File: src/adcr_map.svh
`ifndef ADCR_MAP_SVH
`define ADCR_MAP_SVH

// Register offsets
`define ADCR_OFS_VOLUME      6'h02
`define ADCR_OFS_CLICK       6'h04
`define ADCR_OFS_POWER       6'h05
`define ADCR_OFS_STATUS      6'h06
`define ADCR_OFS_COEF        6'h07

// Field positions
`define ADCR_CLK_EN_BIT      15
`define ADCR_CLK_AMP_LSB     12
`define ADCR_CLK_FRQ_LSB     8
`define ADCR_CLK_LEN_LSB     4
`define ADCR_CLK_LGAF_BIT    3
`define ADCR_CLK_RGAF_BIT    2
`define ADCR_CLK_RATE_BIT    1
`define ADCR_PWR_CODEC_BIT   15
`define ADCR_PWR_DRV_BIT     12
`define ADCR_PWR_CONV_BIT    10
`define ADCR_PWR_VG_BIT      8
`define ADCR_PWR_DONE_BIT    6
`define ADCR_PWR_BOOST_BIT   1
`define ADCR_PWR_DEEMP_BIT   0
`define ADCR_ST_LINK_LSB     14
`define ADCR_ST_REF_BIT      13
`define ADCR_ST_XFM_BIT      12
`define ADCR_ST_ROLE_BIT     11
`define ADCR_ST_LOVF_BIT     7
`define ADCR_ST_ROVF_BIT     6
`define ADCR_VOL_LMUTE_BIT   15
`define ADCR_VOL_LLVL_LSB    8
`define ADCR_VOL_RMUTE_BIT   7
`define ADCR_VOL_RLVL_LSB    0

// Reset values
`define ADCR_RST_VOLUME      16'hffff
`define ADCR_RST_CLK_AMP     3'h4
`define ADCR_RST_CLK_FRQ     3'h4
`define ADCR_RST_CLK_LEN     4'h1
`define ADCR_RST_COEF        16'h6be3
`define ADCR_PWR_FIXED       16'h2aa0

// Timing
`define ADCR_CLK_HZ          125000000
`define ADCR_CLK_PERIOD_NS   8
`define ADCR_RATE_48K_HZ     48000
`define ADCR_RATE_44K1_HZ    44100
`define ADCR_FRAME_48K_CYC   (`ADCR_CLK_HZ / `ADCR_RATE_48K_HZ)
`define ADCR_FRAME_44K1_CYC  (`ADCR_CLK_HZ / `ADCR_RATE_44K1_HZ)
`define ADCR_CLICK_8K_HALF_NS 62500
`define ADCR_CLICK_HALF_CYC  (`ADCR_CLICK_8K_HALF_NS / `ADCR_CLK_PERIOD_NS)

`endif

File: src/adcr_pkg.sv
`default_nettype none
package adcr_pkg;
  typedef enum logic [0:0] {
    ADCR_CLICK_IDLE = 1'b0,
    ADCR_CLICK_RUN  = 1'b1
  } adcr_click_state_t;
  typedef logic signed [15:0] adcr_sample_t;
endpackage : adcr_pkg
`default_nettype wire

File: src/adcr_regs.sv
// Operation
// - Click enable starts tone; hardware clears it after programmed periods.
// - Amplitude code 000 lowest, 100 medium reset, 111 highest.
// - Frequency codes 000..111 give 62.5Hz up to 8kHz; reset 100.
// - Length codes 0..3 give 2,4,6,8 periods; others 32.
// - Gain flags read 1 when applied gain equals programmed volume.
// - Gain steps 0.5dB each frame, or each second frame.
// - Codec power-down bit 1 powers codec down; reset 1.
// - Driver bit 0 bypasses headphone driver, 1 enables; reset 0.
// - Converter power-down bit 1 powers converter down; reset 1.
// - Virtual ground amp bit 1 powers it down; reset 1.
// - Power-down-done flag reads 1 once converter is down; reset 1.
// - Bass boost enable bit, reset 0.
// - De-emphasis enable bit, reset 0.
// - Linking: 00/11 independent, 01 right to left, 10 left to right.
// - Reference rate bit: 0 is 48kHz, 1 is 44.1kHz.
// - Transfer mode bit: 0 continuous, 1 256-s mode.
// - Role bit: 0 slave, 1 master; far end takes opposite role.
// - Overflow flags set on saturation, cleared by reading register.
// - Fixed read-only revision code in low three bits.
// - Boost coefficient shared by left and right, 16-bit signed, reset 27619.
// - Volume code 1111111 is 0dB, each step lower 0.5dB, 0 is -63.5dB; codes 1..126 are used here directly as attenuation steps.
`include "adcr_map.svh"
`default_nettype none

////////////////////////////////////////////////////////////////////////////////
module adcr_fifo #(
  parameter int WIDTH = 32,
  parameter int DEPTH = 8
) (
  // Clock and reset
  input  wire logic             clk,
  input  wire logic             sys_rst,
  // Fill side
  input  wire logic             wr_valid,
  output logic                  wr_ready,
  input  wire logic [WIDTH-1:0] wr_data,
  // Drain side
  output logic                  rd_valid,
  input  wire logic             rd_ready,
  output logic      [WIDTH-1:0] rd_data
);
  localparam int AW = $clog2(DEPTH);
  logic [WIDTH-1:0] mem_r [DEPTH];
  logic [AW:0]      wptr_r;
  logic [AW:0]      rptr_r;
  wire              full  = (wptr_r[AW] != rptr_r[AW]) && (wptr_r[AW-1:0] == rptr_r[AW-1:0]);
  wire              empty = (wptr_r == rptr_r);
  wire              push  = wr_valid && !full;
  wire              pop   = rd_ready && !empty;

  assign wr_ready = !full;
  assign rd_valid = !empty;
  assign rd_data  = mem_r[rptr_r[AW-1:0]];

  always_ff @(posedge clk) begin
    if (push) begin
      mem_r[wptr_r[AW-1:0]] <= wr_data;
    end
  end

  always_ff @(posedge clk) begin
    if (sys_rst) begin
      wptr_r <= '0;
      rptr_r <= '0;
    end else begin
      if (push) begin
        wptr_r <= wptr_r + 1'b1;
      end
      if (pop) begin
        rptr_r <= rptr_r + 1'b1;
      end
    end
  end
endmodule : adcr_fifo

////////////////////////////////////////////////////////////////////////////////
module adcr_regs #(
  parameter int          CLICK_HALF_CYC = `ADCR_CLICK_HALF_CYC,
  // Arbitrary revision value
  parameter logic [2:0]  REVISION_CODE  = 3'h5
) (
  // Clock and reset
  input  wire logic        clk,
  input  wire logic        sys_rst,
  // Register port
  input  wire logic [5:0]  reg_addr,
  input  wire logic        reg_wr_en,
  input  wire logic [15:0] reg_wr_data,
  input  wire logic        reg_rd_en,
  output logic      [15:0] reg_rd_data,
  output logic             reg_rd_valid,
  // Audio input stream
  input  wire logic        in_valid,
  output logic             in_ready,
  input  wire logic [15:0] in_left,
  input  wire logic [15:0] in_right,
  // Audio output samples
  output logic             out_valid,
  output logic      [15:0] out_left,
  output logic      [15:0] out_right,
  // Frame clock pin
  input  wire logic        frame_clk_in,
  output logic             frame_clk_out,
  output logic             frame_clk_oe,
  // Analog and mode controls
  output logic             codec_powered_down,
  output logic             converter_powered_down,
  output logic             vg_amp_powered_down,
  output logic             headphone_driver_on,
  output logic             boost_on,
  output logic             deemphasis_on,
  output logic             ref_rate_44k1,
  output logic             transfer_256s,
  output logic             role_master,
  output logic             click_active
);
  ////////////////////////////////////////////////////////////////////////////
  // Helper functions
  function automatic logic [6:0] vol_to_att(input logic [6:0] code);
    logic [6:0] att;
    att = code;
    if (code == 7'h7f) begin
      att = 7'h00;
    end else if (code == 7'h00) begin
      att = 7'h7f;
    end
    return att;
  endfunction : vol_to_att

  function automatic logic [16:0] process_sample(
    input logic signed [15:0] sample,
    input logic signed [15:0] coef,
    input logic               boost,
    input logic        [6:0]  att,
    input logic signed [15:0] click,
    input logic               mute
  );
    logic signed [15:0] g;
    logic signed [31:0] prod;
    logic signed [17:0] boost_term;
    logic signed [17:0] sum;
    logic        [16:0] res;
    g          = sample >>> (att / 7'd12);
    prod       = g * coef;
    boost_term = boost ? {{3{prod[31]}}, prod[31:17]} : 18'sh00000;
    sum        = {{2{g[15]}}, g} + boost_term + {{2{click[15]}}, click};
    res        = {1'b0, sum[15:0]};
    if (sum[17:15] != 3'h0 && sum[17:15] != 3'h7) begin
      res = sum[17] ? {1'b1, 16'h8000} : {1'b1, 16'h7fff};
    end
    if (mute) begin
      res = 17'h00000;
    end
    return res;
  endfunction : process_sample

  function automatic logic [6:0] click_half_periods(input logic [3:0] len);
    logic [6:0] n;
    n = 7'd64;
    if (len == 4'h0) begin
      n = 7'd4;
    end else if (len == 4'h1) begin
      n = 7'd8;
    end else if (len == 4'h2) begin
      n = 7'd12;
    end else if (len == 4'h3) begin
      n = 7'd16;
    end
    return n;
  endfunction : click_half_periods

  ////////////////////////////////////////////////////////////////////////////
  // Register storage
  logic        click_en_r;
  logic [2:0]  click_amp_r;
  logic [2:0]  click_frq_r;
  logic [3:0]  click_len_r;
  logic        step_rate_r;
  logic        lsettled_r;
  logic        rsettled_r;
  logic        codec_pd_r;
  logic        drv_on_r;
  logic        conv_pd_r;
  logic        vg_pd_r;
  logic        pd_done_r;
  logic        boost_r;
  logic        deemp_r;
  logic [1:0]  link_r;
  logic        ref_r;
  logic        xfm_r;
  logic        role_r;
  logic        lovf_r;
  logic        rovf_r;
  logic [15:0] coef_r;
  logic [15:0] volume_r;

  wire wr_vol    = reg_wr_en && (reg_addr == `ADCR_OFS_VOLUME);
  wire wr_click  = reg_wr_en && (reg_addr == `ADCR_OFS_CLICK);
  wire wr_power  = reg_wr_en && (reg_addr == `ADCR_OFS_POWER);
  wire wr_status = reg_wr_en && (reg_addr == `ADCR_OFS_STATUS);
  wire wr_coef   = reg_wr_en && (reg_addr == `ADCR_OFS_COEF);
  wire rd_status = reg_rd_en && (reg_addr == `ADCR_OFS_STATUS);

  ////////////////////////////////////////////////////////////////////////////
  // Frame timing
  logic [11:0] frame_cnt_r;
  logic        frame_pin_r;
  logic        frame_pin_prev_r;
  logic        step_phase_r;
  wire  [11:0] frame_len  = ref_r ? 12'(`ADCR_FRAME_44K1_CYC) : 12'(`ADCR_FRAME_48K_CYC);
  wire         div_tick   = (frame_cnt_r == 12'h000);
  wire         frame_tick = role_r ? div_tick : (frame_pin_r && !frame_pin_prev_r);
  wire         step_tick  = frame_tick && (!step_rate_r || step_phase_r);

  always_ff @(posedge clk) begin
    if (sys_rst) begin
      frame_cnt_r      <= 12'h000;
      frame_clk_out    <= 1'b0;
      frame_pin_r      <= 1'b0;
      frame_pin_prev_r <= 1'b0;
      step_phase_r     <= 1'b0;
    end else begin
      frame_cnt_r      <= div_tick ? frame_len - 12'h001 : frame_cnt_r - 12'h001;
      frame_clk_out    <= role_r && (frame_cnt_r >= {1'b0, frame_len[11:1]});
      frame_pin_r      <= frame_clk_in;
      frame_pin_prev_r <= frame_pin_r;
      step_phase_r     <= frame_tick ? !step_phase_r : step_phase_r;
    end
  end
  assign frame_clk_oe = role_r;

  ////////////////////////////////////////////////////////////////////////////
  // Soft-stepped gain
  logic [6:0] att_l_r;
  logic [6:0] att_r_r;
  wire  [6:0] code_l   = (link_r == 2'b01) ? volume_r[6:0] : volume_r[14:8];
  wire  [6:0] code_r   = (link_r == 2'b10) ? volume_r[14:8] : volume_r[6:0];
  wire  [6:0] tgt_l    = vol_to_att(code_l);
  wire  [6:0] tgt_r    = vol_to_att(code_r);
  wire  [6:0] att_l_nxt = (att_l_r < tgt_l) ? att_l_r + 7'h01 :
                          (att_l_r > tgt_l) ? att_l_r - 7'h01 : att_l_r;
  wire  [6:0] att_r_nxt = (att_r_r < tgt_r) ? att_r_r + 7'h01 :
                          (att_r_r > tgt_r) ? att_r_r - 7'h01 : att_r_r;

  always_ff @(posedge clk) begin
    if (sys_rst) begin
      att_l_r    <= 7'h00;
      att_r_r    <= 7'h00;
      lsettled_r <= 1'b0;
      rsettled_r <= 1'b0;
    end else begin
      if (step_tick) begin
        att_l_r <= att_l_nxt;
        att_r_r <= att_r_nxt;
      end
      lsettled_r <= !wr_vol && (att_l_r == tgt_l);
      rsettled_r <= !wr_vol && (att_r_r == tgt_r);
    end
  end

  ////////////////////////////////////////////////////////////////////////////
  // Click tone generator
  adcr_pkg::adcr_click_state_t click_st_r;
  logic [23:0]                 click_cnt_r;
  logic [6:0]                  click_halves_r;
  logic                        click_phase_r;
  // half period doubles per lower code
  wire  [23:0] click_half = 24'(CLICK_HALF_CYC) << (3'h7 - click_frq_r);
  wire         click_edge = (click_cnt_r == 24'h000000);
  wire         click_done = (click_st_r == adcr_pkg::ADCR_CLICK_RUN) && click_edge &&
                            (click_halves_r == 7'h01);
  wire  [15:0] click_lvl  = {2'b00, {1'b0, click_amp_r} + 4'h1, 10'h000};
  wire  [15:0] click_wave = click_phase_r ? click_lvl : 16'h0000 - click_lvl;
  wire  [15:0] click_mix  = (click_st_r == adcr_pkg::ADCR_CLICK_RUN) ? click_wave : 16'h0000;

  always_ff @(posedge clk) begin
    if (sys_rst) begin
      click_st_r     <= adcr_pkg::ADCR_CLICK_IDLE;
      click_cnt_r    <= 24'h000000;
      click_halves_r <= 7'h00;
      click_phase_r  <= 1'b0;
    end else begin
      case (click_st_r)
        adcr_pkg::ADCR_CLICK_IDLE: begin
          if (click_en_r) begin
            click_st_r     <= adcr_pkg::ADCR_CLICK_RUN;
            click_cnt_r    <= click_half - 24'h000001;
            click_halves_r <= click_half_periods(click_len_r);
            click_phase_r  <= 1'b1;
          end
        end
        adcr_pkg::ADCR_CLICK_RUN: begin
          if (!click_en_r || click_done) begin
            click_st_r <= adcr_pkg::ADCR_CLICK_IDLE;
          end else if (click_edge) begin
            click_cnt_r    <= click_half - 24'h000001;
            click_halves_r <= click_halves_r - 7'h01;
            click_phase_r  <= !click_phase_r;
          end else begin
            click_cnt_r <= click_cnt_r - 24'h000001;
          end
        end
        default: begin
          click_st_r <= adcr_pkg::ADCR_CLICK_IDLE;
        end
      endcase
    end
  end

  ////////////////////////////////////////////////////////////////////////////
  // Playback path
  logic        fifo_valid;
  logic [31:0] fifo_data;
  wire         powered = !codec_pd_r && !conv_pd_r;
  wire         pop     = frame_tick && powered && fifo_valid;
  wire  [16:0] proc_l  = process_sample(fifo_data[31:16], coef_r, boost_r, att_l_r,
                                        click_mix, volume_r[`ADCR_VOL_LMUTE_BIT]);
  wire  [16:0] proc_r  = process_sample(fifo_data[15:0], coef_r, boost_r, att_r_r,
                                        click_mix, volume_r[`ADCR_VOL_RMUTE_BIT]);

  adcr_fifo #(
    .WIDTH (32),
    .DEPTH (8)
  ) u_fifo (
    .clk      (clk),
    .sys_rst  (sys_rst),
    .wr_valid (in_valid),
    .wr_ready (in_ready),
    .wr_data  ({in_left, in_right}),
    .rd_valid (fifo_valid),
    .rd_ready (pop),
    .rd_data  (fifo_data)
  );

  always_ff @(posedge clk) begin
    if (sys_rst) begin
      out_valid <= 1'b0;
      out_left  <= 16'h0000;
      out_right <= 16'h0000;
    end else begin
      out_valid <= pop;
      if (pop) begin
        out_left  <= proc_l[15:0];
        out_right <= proc_r[15:0];
      end
    end
  end

  ////////////////////////////////////////////////////////////////////////////
  // Register writes and status
  always_ff @(posedge clk) begin
    if (sys_rst) begin
      click_en_r  <= 1'b0;
      click_amp_r <= `ADCR_RST_CLK_AMP;
      click_frq_r <= `ADCR_RST_CLK_FRQ;
      click_len_r <= `ADCR_RST_CLK_LEN;
      step_rate_r <= 1'b0;
      codec_pd_r  <= 1'b1;
      drv_on_r    <= 1'b0;
      conv_pd_r   <= 1'b1;
      vg_pd_r     <= 1'b1;
      pd_done_r   <= 1'b1;
      boost_r     <= 1'b0;
      deemp_r     <= 1'b0;
      link_r      <= 2'b00;
      ref_r       <= 1'b0;
      xfm_r       <= 1'b0;
      role_r      <= 1'b0;
      lovf_r      <= 1'b0;
      rovf_r      <= 1'b0;
      coef_r      <= `ADCR_RST_COEF;
      volume_r    <= `ADCR_RST_VOLUME;
    end else begin
      if (wr_click) begin
        click_en_r  <= reg_wr_data[`ADCR_CLK_EN_BIT];
        click_amp_r <= reg_wr_data[`ADCR_CLK_AMP_LSB +: 3];
        click_frq_r <= reg_wr_data[`ADCR_CLK_FRQ_LSB +: 3];
        click_len_r <= reg_wr_data[`ADCR_CLK_LEN_LSB +: 4];
        step_rate_r <= reg_wr_data[`ADCR_CLK_RATE_BIT];
      end else if (click_done) begin
        click_en_r <= 1'b0;
      end
      if (wr_power) begin
        codec_pd_r <= reg_wr_data[`ADCR_PWR_CODEC_BIT];
        drv_on_r   <= reg_wr_data[`ADCR_PWR_DRV_BIT];
        conv_pd_r  <= reg_wr_data[`ADCR_PWR_CONV_BIT];
        vg_pd_r    <= reg_wr_data[`ADCR_PWR_VG_BIT];
        boost_r    <= reg_wr_data[`ADCR_PWR_BOOST_BIT];
        deemp_r    <= reg_wr_data[`ADCR_PWR_DEEMP_BIT];
      end
      pd_done_r <= conv_pd_r && (pd_done_r || frame_tick);
      if (wr_status) begin
        link_r <= reg_wr_data[`ADCR_ST_LINK_LSB +: 2];
        ref_r  <= reg_wr_data[`ADCR_ST_REF_BIT];
        xfm_r  <= reg_wr_data[`ADCR_ST_XFM_BIT];
        role_r <= reg_wr_data[`ADCR_ST_ROLE_BIT];
      end
      lovf_r <= (pop && proc_l[16]) || (lovf_r && !rd_status);
      rovf_r <= (pop && proc_r[16]) || (rovf_r && !rd_status);
      if (wr_coef) begin
        coef_r <= reg_wr_data;
      end
      if (wr_vol) begin
        volume_r <= reg_wr_data;
      end
    end
  end

  ////////////////////////////////////////////////////////////////////////////
  // Register reads
  logic [15:0] rd_mux;
  always_comb begin
    rd_mux = 16'h0000;
    if (reg_addr == `ADCR_OFS_VOLUME) begin
      rd_mux = volume_r;
    end else if (reg_addr == `ADCR_OFS_CLICK) begin
      rd_mux = {click_en_r, click_amp_r, 1'b0, click_frq_r, click_len_r,
                lsettled_r, rsettled_r, step_rate_r, 1'b0};
    end else if (reg_addr == `ADCR_OFS_POWER) begin
      rd_mux = `ADCR_PWR_FIXED;
      rd_mux[`ADCR_PWR_CODEC_BIT] = codec_pd_r;
      rd_mux[`ADCR_PWR_DRV_BIT]   = drv_on_r;
      rd_mux[`ADCR_PWR_CONV_BIT]  = conv_pd_r;
      rd_mux[`ADCR_PWR_VG_BIT]    = vg_pd_r;
      rd_mux[`ADCR_PWR_DONE_BIT]  = pd_done_r;
      rd_mux[`ADCR_PWR_BOOST_BIT] = boost_r;
      rd_mux[`ADCR_PWR_DEEMP_BIT] = deemp_r;
    end else if (reg_addr == `ADCR_OFS_STATUS) begin
      rd_mux = {link_r, ref_r, xfm_r, role_r, 3'h0, lovf_r, rovf_r, 3'h0, REVISION_CODE};
    end else if (reg_addr == `ADCR_OFS_COEF) begin
      rd_mux = coef_r;
    end
  end

  always_ff @(posedge clk) begin
    if (sys_rst) begin
      reg_rd_valid <= 1'b0;
      reg_rd_data  <= 16'h0000;
    end else begin
      reg_rd_valid <= reg_rd_en;
      if (reg_rd_en) begin
        reg_rd_data <= rd_mux;
      end
    end
  end

  ////////////////////////////////////////////////////////////////////////////
  // Control outputs
  assign codec_powered_down     = codec_pd_r;
  assign converter_powered_down = conv_pd_r;
  assign vg_amp_powered_down    = vg_pd_r;
  assign headphone_driver_on    = drv_on_r;
  assign boost_on               = boost_r;
  assign deemphasis_on          = deemp_r;
  assign ref_rate_44k1          = ref_r;
  assign transfer_256s          = xfm_r;
  assign role_master            = role_r;
  assign click_active           = (click_st_r == adcr_pkg::ADCR_CLICK_RUN);
endmodule : adcr_regs

`default_nettype wire

File: config.mk
export PLATFORM = sky130hd
export DESIGN_NAME = adcr_regs
export DESIGN_NICKNAME = d
export VERILOG_FILES = /design/src/adcr_pkg.sv /design/src/adcr_regs.sv
export VERILOG_INCLUDE_DIRS = /design/src
export SDC_FILE = /design/constraint.sdc
export NUM_CORES = 2
export LEC_CHECK = 0
export ABC_CLOCK_PERIOD_IN_PS = 12500
export BUFFER_PORTS_ARGS = -buffer_cell sky130_fd_sc_hd__buf_2
export CAP_MARGIN = 40
export CORE_ASPECT_RATIO = 1.75
export CORE_MARGIN = 8
export CORE_UTILIZATION = 45
export CTS_BUF_LIST = sky130_fd_sc_hd__clkbuf_2
export DETAILED_ROUTE_END_ITERATION = 6
export SLEW_MARGIN = 20
export SYNTH_ARGS = -nofsm -noshare
export SYNTH_HDL_FRONTEND = slang
export SYNTH_SLANG_ARGS = --single-unit
export TNS_END_PERCENT = 30
File: constraint.sdc
create_clock -name clk -period 12.5 [get_ports clk]
set_clock_uncertainty 0.15 [all_clocks]
set_input_delay 1.875 -clock clk [delete_from_list [all_inputs] [get_ports clk]]
set_output_delay 1.875 -clock clk [all_outputs]
set_load 0.005 [all_outputs]
==> metrics.yaml <==
synth:
  synthMuxAreaShare_pct: 6.44
  synthSimpleGateAreaFrac_pct: 14.2
  synth_seq_area_share_pct: 27.1
  synth_xor_area_share_pct: 2.23
  avgSynthCellArea_um2: 9.90
  yosysUniqueCellTypes: 86
  yosysWarningCount: 0
  syn_area_mm2: 0.0420
  synth_edf_count: 256
  synth-seq-cells: 440
  synth_top_family_by_area: "adder cells"
  yosys_most_used_dff: "edfxtp_1"
  synthAdderAreaFrac_pct: 33.1
  syn-num-nets: 5089
  synth_compound_area_share_pct: 9.11
  synth_cells: 4243
  synth-async-reset-ratio_pct: 0
worst_setup_path:
  cp.required_ns: 13.30
  path_class: "reg2reg"
  worstPathMaxFanout: 19
  cpMaxStageDelayCell: "mux4_2"
  startpoint_type: "register"
  endpoint_kind: "register"
  r2r_slack_ns: 0.69
  cpPeakStageDelay_ns: 0.57
  cp.arrival_ns: 12.61
  reg2reg_to: "out_right[2]$_SDFFE_PP0P_"
  reg2regPathDepth: 43
  cp_common_cell: "fa_1"
cells_and_area:
  final_cells: 5734
  multi_input_area_mm2: 0.0275
  layout.area.seq_mm2: 0.0114
  fin_nets: 5311
  syn_to_final_growth_pct: 9.73
  final_cell_mix: "inv_1, nand2_1, fa_1, edfxtp_1, ha_1"
  layout-drive-gt1-share_pct: 14.3
  layout_commonest_cell: "inv_1"
  fillCellCount: 8659
worst_hold_path:
  hold_path_end: "out_left[13]$_SDFFE_PP0P_"
  holdCritStartpoint: "out_left[13]$_SDFFE_PP0P_"
  hold_path_depth: 2
  hold_class: "reg2reg"
detailed_routing:
  avgViaCountPerCell: 5.46
  drt_iter0_markers: 1583
  drt-total-wl_mm: 116
  vias: 31300
  drc: 0
  ant_nets: 0
  dr.pass1.iters: 5
  post_drt_wl_per_cell_um: 20.3
floorplan:
  die_area_mm2: 0.104
  die_h_um: 420
  initial_core_util_pct: 45.3
  fp.coreArea_mm2: 0.0928
  io_pins: 123
  die_width_um: 247
  std_cell_rows: 148
global_route:
  grt_pass1_vias: 33300
  grt_pass1_wl_mm: 183
  overflow: 0
  antenna_found_initial: 6
  grt_usage_pct: 22.8
  grt_max_degree: 72
placed_design:
  dp.cells: 5551
  routabilityCongestion: 0.906
  dp_hpwl_mm: 91.7
  io_buffers: 122
sta:
  period_needed_ns: 11.81
  hold_viol_final: 0
  tightestPinTransition_ns: 0.875
  fmax_mhz: 84.7
  post-route-period-util_pct: 94.5
  max_slew_margin_pct: 41.6
  setup_viol: 0
  report.final.slew_viol_count: 0
clocking:
  numCtsBuffers: 97
  cts_buffer_depth: 3
  cts_root_buffer: "clkbuf_2"
  h-tree-depth: 3
  clk_pin_slew_ns: 0.11
  insertion_delay_ns: 1.19
  cts_tree: "yes"
  cts_sinks: 440
run:
  maxCapViolCount: 0
status:
  outcome: "finished, final reports clean"
[through the flow]
stage | utilization [%] | setup WS [ns] | TNS [ns] | instance area [um2] | hold WS [ns]
2_1_floorplan | - | 0.631 | 0 | 42000 | 0.279
3_3_place_gp | 48.2 | 0.138 | 0 | 44700 | 0.287
3_5_place_dp | 48.4 | -0.0425 | -0.337 | 44900 | 0.293
4_1_cts | 49.4 | 0.177 | 0 | 45800 | 0.307
5_1_grt | 49.7 | -0.0222 | -0.0402 | 46100 | 0.335
6_report | 49.7 | 0.690 | 0 | 46100 | 0.306
[timing repair]
action / 4_1_cts / 5_1_grt
buffers inserted: 0 / 14
pin swaps: 0 / 2
endpoints found under the setup margin: 12 / 32
hold buffers: 0 / 0
gates resized for setup: 3 / 32
[state kept, by name (all words and copies together) (netlist names), 12 cells and up, named ones only]
signal,count
click_cnt_r,24
out_left,16
coef_r,16
u_fifo.mem_r,256
reg_rd_data,16
out_right,16
volume_r,16
frame_cnt_r,12
[kinds of logic after synthesis]
logic type / after synthesis
AOI/OAI and AO/OA: 599
xor gates and xnor gates: 107
adders and majority gates: 787
buffers and inverters: 867
DFF: 440
muxes: 164
and+or+nand+nor: 1279
[worst max-delay path: cells and delay by family (launching register included)]
| kind | cells | cell delay [ns] |
|---|---|---|
| buffers and inverters | 8 | 0.97 |
| adders and majority gates | 9 | 4.09 |
| AOI/OAI and AO/OA | 16 | 3.25 |
| muxes | 3 | 1.39 |
| and+or+nand+nor | 7 | 1.25 |
| DFF | 1 | 0.50 |
[cell type report]
type | instances | area share (%)
sequential | 440 | 24.7
clock inverter | 40 | 0.684
inverter | 660 | 5.38
clock buffer | 124 | 1.35
timing repair buffer | 330 | 4.97
multi-input combinational | 2936 | 59.6
tap | 1200 | 3.26
antenna | 4 | 0.0217
[per-layer routing]
layer  vias to the layer above  part of all wire [%]  track usage [%]
met5                         -                 0.010                0
met4                         2                   5.8             12.6
met3                       333                   4.3             2.86
met2                       830                    54             42.4
met1                     15800                    36             24.7
li1                      14400                     -                -
[worst max-delay path by stage]
stage / to / cells past startpoint / from / slack [ns]
after floorplan: out_left[10]$_SDFFE_PP0P_ / 50 / register / 0.63
after global placement: out_left[10]$_SDFFE_PP0P_ / 49 / att_l_r[3]$_SDFFE_PP0P_ / 0.14
after detailed placement: out_right[4]$_SDFFE_PP0P_ / 44 / att_r_r[3]$_SDFFE_PP0P_ / -0.04
after CTS: out_right[4]$_SDFFE_PP0P_ / 44 / register / 0.18
after global routing: out_left[10]$_SDFFE_PP0P_ / 46 / register / -0.02
final: out_right[2]$_SDFFE_PP0P_ / 43 / register / 0.69
[synth_stat cells (64+ instances only)]
cell type | n | area, um2
a21oi_1 | 202 | 1010
and2_1 | 229 | 1430
clkbuf_1 | 170 | 638
dfxtp_1 | 184 | 3680
edfxtp_1 | 256 | 7690
fa_1 | 538 | 10800
ha_1 | 248 | 3100
inv_1 | 658 | 2470
mux4_2 | 83 | 1870
nand2_1 | 566 | 2120
nand3_1 | 64 | 320
nor2_1 | 204 | 766
o21ai_0 | 116 | 581
xnor2_1 | 76 | 666
Power is not shown: default switching activity piles up to over one toggle a cycle in this logic, so the estimate is an artifact.
